--- config.mk ---
export PLATFORM = sky130hd
export DESIGN_NAME = tvi_regs
export DESIGN_NICKNAME = d
export VERILOG_FILES = /design/src/inc/tvi_pkg.sv /design/src/hw/tvi_xlt_fmt.sv /design/src/hw/tvi_pend.sv /design/src/hw/tvi_regs.sv
export SDC_FILE = /design/constraint.sdc
export NUM_CORES = 1
export LEC_CHECK = 0
export BUFFER_PORTS_ARGS = -buffer_cell sky130_fd_sc_hd__buf_2
export CAP_MARGIN = 20
export CORE_UTILIZATION = 40
export CTS_BUF_LIST = sky130_fd_sc_hd__clkbuf_4 sky130_fd_sc_hd__clkbuf_8
export CTS_CLUSTER_DIAMETER = 150
export DETAILED_ROUTE_END_ITERATION = 8
export PLACE_DENSITY_LB_ADDON = 0.12
export SLEW_MARGIN = 20
export SYNTH_ARGS = -nofsm -noshare
export SYNTH_HDL_FRONTEND = slang
export SYNTH_SLANG_ARGS = --single-unit
--- constraint.sdc ---
create_clock -name CORE_CLK -period 5.37 [get_ports CORE_CLK]
set_input_delay 1.611 -clock CORE_CLK [delete_from_list [all_inputs] [get_ports CORE_CLK]]
set_output_delay 1.611 -clock CORE_CLK [all_outputs]
set_load 0.005 [all_outputs]
--- src/inc/tvi_pkg.sv ---
// shared constants for the translation, vector and pending-status register bank
package tvi_pkg;
    // coprocessor register selectors {crn, op1, crm, op2}
    localparam logic [3:0] CRN_C7     = 4'h7;
    localparam logic [3:0] CRN_C12    = 4'hC;
    localparam logic [3:0] CRM_C0     = 4'h0;
    localparam logic [3:0] CRM_C1     = 4'h1;
    localparam logic [3:0] CRM_C4     = 4'h4;
    localparam logic [3:0] CRM_C5     = 4'h5;
    localparam logic [3:0] CRM_C10    = 4'hA;
    localparam logic [2:0] OP1_ZERO   = 3'h0;
    localparam logic [2:0] OP2_RESULT = 3'h0;
    localparam logic [2:0] OP2_VBASE  = 3'h0;
    localparam logic [2:0] OP2_MVBASE = 3'h1;
    localparam logic [2:0] OP2_PEND   = 3'h0;
    localparam logic [2:0] OP2_VTRIG  = 3'h1;
    localparam logic [2:0] OP2_ISYNC  = 3'h4;
    localparam logic [2:0] OP2_DSYNC  = 3'h4;
    localparam logic [2:0] OP2_DMEM   = 3'h5;
    // translation result fields
    localparam int RES_FAIL_BIT  = 0;
    localparam int RES_SUPER_BIT = 1;
    localparam int RES_OUTER_LO  = 2;
    localparam int RES_INNER_LO  = 4;
    localparam int RES_SHARE_BIT = 7;
    localparam int RES_NSEC_BIT  = 9;
    localparam int RES_ADDR_LO   = 12;
    localparam int RES_FS_LO     = 1;
    localparam int RES_EXT_BIT   = 12;
    localparam int VBASE_LO      = 5;
    // pending status / virtual trigger fields
    localparam int PEND_FIQ_BIT  = 6;
    localparam int PEND_IRQ_BIT  = 7;
    localparam int PEND_ABT_BIT  = 8;
    localparam logic [31:0] RESULT_RST = 32'h0000_0000;
    localparam logic [31:0] VBASE_RST  = 32'h0000_0000;
    localparam logic [2:0]  VTRIG_RST  = 3'h0;
    localparam logic [2:0]  OUTER_NORMAL = 3'h2;
endpackage

--- src/hw/tvi_xlt_fmt.sv ---
// packs a translation outcome into the translation result word
module tvi_xlt_fmt (
    input  wire logic        ABORT,
    input  wire logic [19:0] PHYS_ADDR,
    input  wire logic        NS_IND,
    input  wire logic        SHAREABLE,
    input  wire logic [2:0]  INNER_ATTR,
    input  wire logic [1:0]  OUTER_ATTR,
    input  wire logic        SUPERSECTION,
    input  wire logic [5:0]  FAULT_STATUS,
    input  wire logic        EXT_ABORT_TYPE,
    output logic      [31:0] RESULT
);
    logic [31:0] ok_word;
    logic [31:0] abort_word;

    // success format; reserved bits 11:10 and 8 forced to zero
    assign ok_word = {PHYS_ADDR, 2'b00, NS_IND, 1'b0, SHAREABLE,
                      INNER_ATTR, OUTER_ATTR, SUPERSECTION, 1'b0};
    // abort format: fault status code and abort type, failure bit set
    assign abort_word = {19'h0, EXT_ABORT_TYPE, 5'h0, FAULT_STATUS, 1'b1};
    assign RESULT = ABORT ? abort_word : ok_word;
endmodule // tvi_xlt_fmt

--- src/hw/tvi_pend.sv ---
// selects physical or virtual pending conditions for the status word
module tvi_pend (
    input  wire logic       NONSECURE,
    input  wire logic [2:0] PHYS_PEND,
    input  wire logic [2:0] ROUTE_MON,
    input  wire logic [2:0] MASK_OVR,
    input  wire logic [2:0] VTRIG,
    output logic      [2:0] PEND
);
    // bit order in all vectors: {abort, irq, fiq}
    genvar i;
    generate
        for (i = 0; i < 3; i++) begin : g_src
            wire logic use_virt;
            assign use_virt = NONSECURE & ROUTE_MON[i] & MASK_OVR[i];
            assign PEND[i]  = use_virt ? VTRIG[i] : PHYS_PEND[i];
        end
    endgenerate
endmodule // tvi_pend

--- src/hw/tvi_regs.sv ---
// translation result, vector base and interrupt pending register bank
module tvi_regs (
    input  wire logic        CORE_CLK,
    input  wire logic        RESETN,
    input  wire logic        ACC_VALID,
    input  wire logic        ACC_WRITE,
    input  wire logic [3:0]  ACC_CRN,
    input  wire logic [2:0]  ACC_OP1,
    input  wire logic [3:0]  ACC_CRM,
    input  wire logic [2:0]  ACC_OP2,
    input  wire logic [31:0] ACC_WDATA,
    input  wire logic        ACC_PRIV,
    input  wire logic        CUR_NS,
    output logic             ACC_DONE,
    output logic             ACC_UNDEF,
    output logic      [31:0] ACC_RDATA,
    input  wire logic        XLT_DONE,
    input  wire logic        XLT_BANK_NS,
    input  wire logic        XLT_ABORT,
    input  wire logic [19:0] XLT_PHYS_ADDR,
    input  wire logic        XLT_NS_IND,
    input  wire logic        XLT_SHAREABLE,
    input  wire logic [2:0]  XLT_INNER,
    input  wire logic [1:0]  XLT_OUTER,
    input  wire logic        XLT_SUPERSECTION,
    input  wire logic [5:0]  XLT_FAULT_STATUS,
    input  wire logic        XLT_EXT_ABORT_TYPE,
    input  wire logic        PHYS_ABORT_PEND,
    input  wire logic        PHYS_IRQ_PEND,
    input  wire logic        PHYS_FIQ_PEND,
    input  wire logic [2:0]  SECURE_CONFIG_ROUTE,
    input  wire logic [2:0]  MASK_OVERRIDE,
    input  wire logic        VIRT_ABORT_TAKEN,
    output logic      [31:0] VECTOR_BASE,
    output logic      [31:0] MON_VECTOR_BASE,
    output logic      [2:0]  PENDING
);
    logic [31:0] res_s_q, res_s_d;
    logic [31:0] res_ns_q, res_ns_d;
    logic [26:0] vb_s_q, vb_s_d;
    logic [26:0] vb_ns_q, vb_ns_d;
    logic [26:0] mvb_q, mvb_d;
    logic [2:0]  vtrig_q, vtrig_d;
    logic [31:0] rdata_q, rdata_d;
    logic        done_q, undef_q;
    logic [31:0] res_word;
    logic [2:0]  pend;

    tvi_xlt_fmt u_fmt (
        .ABORT          (XLT_ABORT),
        .PHYS_ADDR      (XLT_PHYS_ADDR),
        .NS_IND         (XLT_NS_IND),
        .SHAREABLE      (XLT_SHAREABLE),
        .INNER_ATTR     (XLT_INNER),
        .OUTER_ATTR     (XLT_OUTER),
        .SUPERSECTION   (XLT_SUPERSECTION),
        .FAULT_STATUS   (XLT_FAULT_STATUS),
        .EXT_ABORT_TYPE (XLT_EXT_ABORT_TYPE),
        .RESULT         (res_word)
    );

    tvi_pend u_pend (
        .NONSECURE (CUR_NS),
        .PHYS_PEND ({PHYS_ABORT_PEND, PHYS_IRQ_PEND, PHYS_FIQ_PEND}),
        .ROUTE_MON (SECURE_CONFIG_ROUTE),
        .MASK_OVR  (MASK_OVERRIDE),
        .VTRIG     (vtrig_q),
        .PEND      (pend)
    );

    // address decode of the coprocessor selector
    wire logic op1_ok   = (ACC_OP1 == tvi_pkg::OP1_ZERO);
    wire logic sel_res  = op1_ok && (ACC_CRN == tvi_pkg::CRN_C7) && (ACC_CRM == tvi_pkg::CRM_C4)
                          && (ACC_OP2 == tvi_pkg::OP2_RESULT);
    wire logic sel_vb   = op1_ok && (ACC_CRN == tvi_pkg::CRN_C12) && (ACC_CRM == tvi_pkg::CRM_C0)
                          && (ACC_OP2 == tvi_pkg::OP2_VBASE);
    wire logic sel_mvb  = op1_ok && (ACC_CRN == tvi_pkg::CRN_C12) && (ACC_CRM == tvi_pkg::CRM_C0)
                          && (ACC_OP2 == tvi_pkg::OP2_MVBASE);
    wire logic sel_pend = op1_ok && (ACC_CRN == tvi_pkg::CRN_C12) && (ACC_CRM == tvi_pkg::CRM_C1)
                          && (ACC_OP2 == tvi_pkg::OP2_PEND);
    wire logic sel_vtrg = op1_ok && (ACC_CRN == tvi_pkg::CRN_C12) && (ACC_CRM == tvi_pkg::CRM_C1)
                          && (ACC_OP2 == tvi_pkg::OP2_VTRIG);
    // deprecated barrier selectors, writes accepted with no effect, reads refused
    wire logic sel_bar  = op1_ok && (ACC_CRN == tvi_pkg::CRN_C7) && ACC_WRITE
                          && (((ACC_CRM == tvi_pkg::CRM_C10) && ((ACC_OP2 == tvi_pkg::OP2_DSYNC)
                          || (ACC_OP2 == tvi_pkg::OP2_DMEM)))
                          || ((ACC_CRM == tvi_pkg::CRM_C5) && (ACC_OP2 == tvi_pkg::OP2_ISYNC)));
    wire logic sel_any  = sel_res | sel_vb | sel_mvb | sel_pend | sel_vtrg | sel_bar;

    // monitor base is reachable from secure state only; everything needs privilege
    wire logic mvb_block = sel_mvb & CUR_NS;
    wire logic refuse    = !ACC_PRIV || !sel_any || mvb_block;
    wire logic acc_ok    = ACC_VALID & !refuse;
    wire logic wr_ok     = acc_ok & ACC_WRITE;

    // reads: banked copies follow the current security state
    wire logic [31:0] res_cur = CUR_NS ? res_ns_q : res_s_q;
    wire logic [26:0] vb_cur  = CUR_NS ? vb_ns_q : vb_s_q;
    wire logic [31:0] pend_word = {23'h0, pend, 6'h0};
    wire logic [31:0] vtrg_word = {23'h0, vtrig_q, 6'h0};
    wire logic [31:0] rd_mux =
        sel_res  ? res_cur :
        sel_vb   ? {vb_cur, 5'h00} :
        sel_mvb  ? {mvb_q, 5'h00} :
        sel_pend ? pend_word :
        sel_vtrg ? vtrg_word : 32'h0000_0000;

    // write enables; result and pending words have no write path
    wire logic wr_vb   = wr_ok & sel_vb;
    wire logic wr_mvb  = wr_ok & sel_mvb;
    wire logic wr_vtrg = wr_ok & sel_vtrg;

    // translation result captured per bank when a translation completes
    always_comb begin
        res_s_d  = res_s_q;
        res_ns_d = res_ns_q;
        if (XLT_DONE && XLT_BANK_NS) begin
            res_ns_d = res_word;
        end else if (XLT_DONE) begin
            res_s_d = res_word;
        end
    end

    // banked vector base: a write lands in the copy of the current state
    always_comb begin
        vb_s_d  = vb_s_q;
        vb_ns_d = vb_ns_q;
        mvb_d   = mvb_q;
        if (wr_vb && CUR_NS) begin
            vb_ns_d = ACC_WDATA[31:tvi_pkg::VBASE_LO];
        end else if (wr_vb) begin
            vb_s_d = ACC_WDATA[31:tvi_pkg::VBASE_LO];
        end
        if (wr_mvb) begin
            mvb_d = ACC_WDATA[31:tvi_pkg::VBASE_LO];
        end
    end

    // virtual trigger: software write wins over the hardware abort clear,
    // so a trigger re-armed in the taking cycle is not lost
    always_comb begin
        vtrig_d = vtrig_q;
        if (VIRT_ABORT_TAKEN) begin
            vtrig_d[2] = 1'b0;
        end
        if (wr_vtrg) begin
            vtrig_d = ACC_WDATA[tvi_pkg::PEND_ABT_BIT:tvi_pkg::PEND_FIQ_BIT];
        end
    end

    assign rdata_d = (acc_ok && !ACC_WRITE) ? rd_mux : rdata_q;

    // storage
    always_ff @(posedge CORE_CLK or negedge RESETN) begin
        if (!RESETN) begin
            res_s_q  <= tvi_pkg::RESULT_RST;
            res_ns_q <= tvi_pkg::RESULT_RST;
            vb_s_q   <= tvi_pkg::VBASE_RST[31:5];
            vb_ns_q  <= tvi_pkg::VBASE_RST[31:5];
            mvb_q    <= tvi_pkg::VBASE_RST[31:5];
            vtrig_q  <= tvi_pkg::VTRIG_RST;
        end else begin
            res_s_q  <= res_s_d;
            res_ns_q <= res_ns_d;
            vb_s_q   <= vb_s_d;
            vb_ns_q  <= vb_ns_d;
            mvb_q    <= mvb_d;
            vtrig_q  <= vtrig_d;
        end
    end

    // one-cycle answer to each access
    always_ff @(posedge CORE_CLK or negedge RESETN) begin
        if (!RESETN) begin
            rdata_q <= 32'h0000_0000;
            done_q  <= 1'b0;
            undef_q <= 1'b0;
        end else begin
            rdata_q <= rdata_d;
            done_q  <= acc_ok;
            undef_q <= ACC_VALID & refuse;
        end
    end

    assign ACC_DONE        = done_q;
    assign ACC_UNDEF       = undef_q;
    assign ACC_RDATA       = rdata_q;
    assign VECTOR_BASE     = {vb_cur, 5'h00};
    assign MON_VECTOR_BASE = {mvb_q, 5'h00};
    assign PENDING         = pend;
endmodule // tvi_regs

==> flow_metrics.py <==
metrics = {
    "run_status": {
        "outcome": "complete, no violations",
    },
    "critical_path": {
        "crit_buf_inv": 2,
        "ff2ff_setup_slack_ns": 3.80,
        "rr_worst_depth": 5,
        "critPathSlowestCell": "buf_4",
        "path_cells": "buf_4 > nand3_1 > mux2_2 > buf_2",
        "required_ns": 3.76,
        "worstPathMaxFanout": 45,
        "crit_path_start_kind": "input pin",
        "path_class": "in -> out",
        "arrival_ns": 2.91,
        "cp.depth": 4,
        "slowest_delay_ns": 0.58,
        "endpoint_kind": "primary output",
        "critPathTopFamily": "buffers and inverters",
    },
    "floorplan": {
        "start_util_pct": 41.1,
        "die_y_um": 147,
        "core_area_um2": 20400,
        "rows": 52,
        "dieArea_um2": 21600,
        "die_w_um": 147,
        "ios": 201,
    },
    "yosys": {
        "avgSynthCellArea_um2": 12.0,
        "synth_edf_count": 0,
        "ys_ff_latch": 176,
        "synth_cell_types": 48,
        "ys_seq_area_share_pct": 52.4,
        "synth-warning-count": 0,
        "synth_ff_type": "dfrtp_1",
        "synthCells": 699,
        "syn_area_um2": 8400,
        "async_flop_share_pct": 100,
    },
    "route": {
        "dr_total_vias": 5913,
        "firstDrtPassIters": 5,
        "via_per_inst": 5.12,
        "drt_iter0_markers": 242,
        "ant_nets": 0,
        "route.detailed.drc": 0,
        "wl_per_cell_um": 18.1,
        "wl_mm": 20.9,
    },
    "clock_tree": {
        "post_cts_buffers": 0,
        "cts_buffers": 17,
        "cts_buffer_depth": 2,
        "clk_latency_ns": 0.45,
        "htreeDepth": 4,
        "cts.clk_slew.worst_paths_ns": 0.08,
        "cts_tree": "done",
        "ctsRootBufferMaster": "clkbuf_8",
        "cts_hold_buf": 0,
        "cts.sinks": 176,
        "cts_resized": 0,
    },
    "sta": {
        "post-route-min-period_ns": 4.52,
        "max_freq_mhz": 221,
        "hold_viol": 0,
        "clock_skew_ns": 0.0136,
        "period_share_pct": 84.2,
        "setup-violations-final": 0,
        "tightestPinTransition_ns": 0.963,
        "setup_tns_ns": 0,
        "rsz0062_at_grt": "no",
        "slew_viol_final": 0,
        "slew-limit-headroom_pct": 35.6,
    },
    "power": {
        "peakVddDrop_mv": 0.147,
        "p_switching_uw": 667,
        "power_frac_clock_pct": 38.4,
        "power_frac_comb_pct": 8.9,
        "switching_share_pct": 25.1,
        "leakagePower_uw": 0.00514,
        "powerDensity_nw_per_um2": 265,
        "pwr-share-seq_pct": 52.7,
        "p_int_uw": 1990,
    },
    "finish": {
        "final_cell_mix": "183 x buf_2, 176 x dfrtp_1, 119 x mux2_2",
        "fin_cells": 1155,
        "area_growth_pct": 19.2,
        "drive_above_1_share_pct": 43.1,
        "mostFrequentLayoutCell": "buf_2",
        "layout.nets": 971,
    },
    "global_routing": {
        "grt_pass1_wl_mm": 33.5,
        "first_global_vias": 6044,
        "grt_max_degree": 106,
        "antenna_found_initial": 2,
        "track_usage_pct": 20.3,
        "grt_overflow": 0,
    },
    "placed_design": {
        "dpl.cell_count": 1120,
        "place.gp.congestion": 0.831,
        "numPortBuffers": 185,
        "dp_hpwl_mm": 14.5,
    },
    "run": {
        "cap_violations": 0,
    },
    "hold_path": {
        "holdCritPathClass": "reg -> reg",
        "whs_path_depth": 2,
    },
}
[layout make-up]
class / instances / area (um^2)
diodes: 1 / 2.50
clock buffers: 18 / 241
clock inverters: 14 / 204
fillers: 1885 / 10400
inverters: 2 / 7.51
multi-input cells: 476 / 3740
flip-flops and latches: 176 / 4400
well taps: 270 / 338
repair buffers: 198 / 1080
[flip-flops by register name, indices dropped and copies added (netlist names)]
signal,flops
vb_s_q,27
res_s_q,29
ACC_UNDEF,1
mvb_q,27
ACC_DONE,1
vb_ns_q,27
res_ns_q,29
vtrig_q,3
ACC_RDATA,32
[metrics by stage]
step	power (uW)	hold slack [ns]	setup WS [ns]	instance area, um^2	utilization, %
3_3_place_gp	1650	0.460	0.852	9520	46.6
4_1_cts	2680	0.489	0.827	9970	48.8
3_5_place_dp	1660	0.469	0.823	9520	46.6
5_1_grt	2780	0.516	0.736	10000	49.0
6_report	2650	0.480	0.849	10000	49.0
2_1_floorplan	1540	0.449	1.20	8440	-
[worst register-to-register path, delay by kind of cell, from the launching register on]
kind | cells | cell delay [ns]
DFF | 1 | 0.42
AOI/OAI and AO/OA | 3 | 0.50
muxes | 2 | 0.55
[logic make-up after synthesis]
| group | after synthesis | share of synthesized area [%] |
|---|---|---|
| mux | 187 | 25.4 |
| simple gates | 186 | 11.6 |
| flops | 176 | 52.4 |
| compound gates | 93 | 7.00 |
| buf+inv | 56 | 3.59 |
| other cells | 1 | 0.0446 |
[power by group through the flow]
stage	sequential [uW]	combinational, uW	clock [uW]
finish	1400	235	1020
global route	1410	265	1110
CTS	1400	233	1050
detailed placement	1430	233	0
global placement	1420	226	0
floorplan	1420	125	0
[worst paths after layout]
check,from,to
worst max register to register,vtrig_q[0],ACC_RDATA[6]
max in group asynchronous,RESETN,vb_s_q[23]
min in group asynchronous,RESETN,ACC_RDATA[17]
worst max-delay path,CUR_NS,PENDING[1]
worst min register to register,res_s_q[13],res_s_q[13]
worst min-delay path,res_s_q[13],res_s_q[13]
[synth_stat cells (10+ instances only)]
cell / number / area, um^2
dfrtp_1: 176 / 4400
nor2b_1: 26 / 163
o32ai_1: 22 / 193
buf_2: 10 / 50.1
nand2b_1: 23 / 144
clkbuf_1: 22 / 82.6
mux2i_1: 38 / 380
mux2_2: 119 / 1340
buf_4: 11 / 82.6
mux2_4: 20 / 300
nand2_1: 64 / 240
nor2_1: 36 / 135
o21ai_0: 57 / 285
mux2_1: 10 / 113
[per-layer routing]
metal	GRT usage, %	share of wire (%)	vias up
li1	-	-	2802
met1	29.1	48	2903
met5	0	0	-
met3	4.10	4.9	22
met2	30.4	45	186
met4	7.16	1.7	0
(Power assumes the default switching activity.)
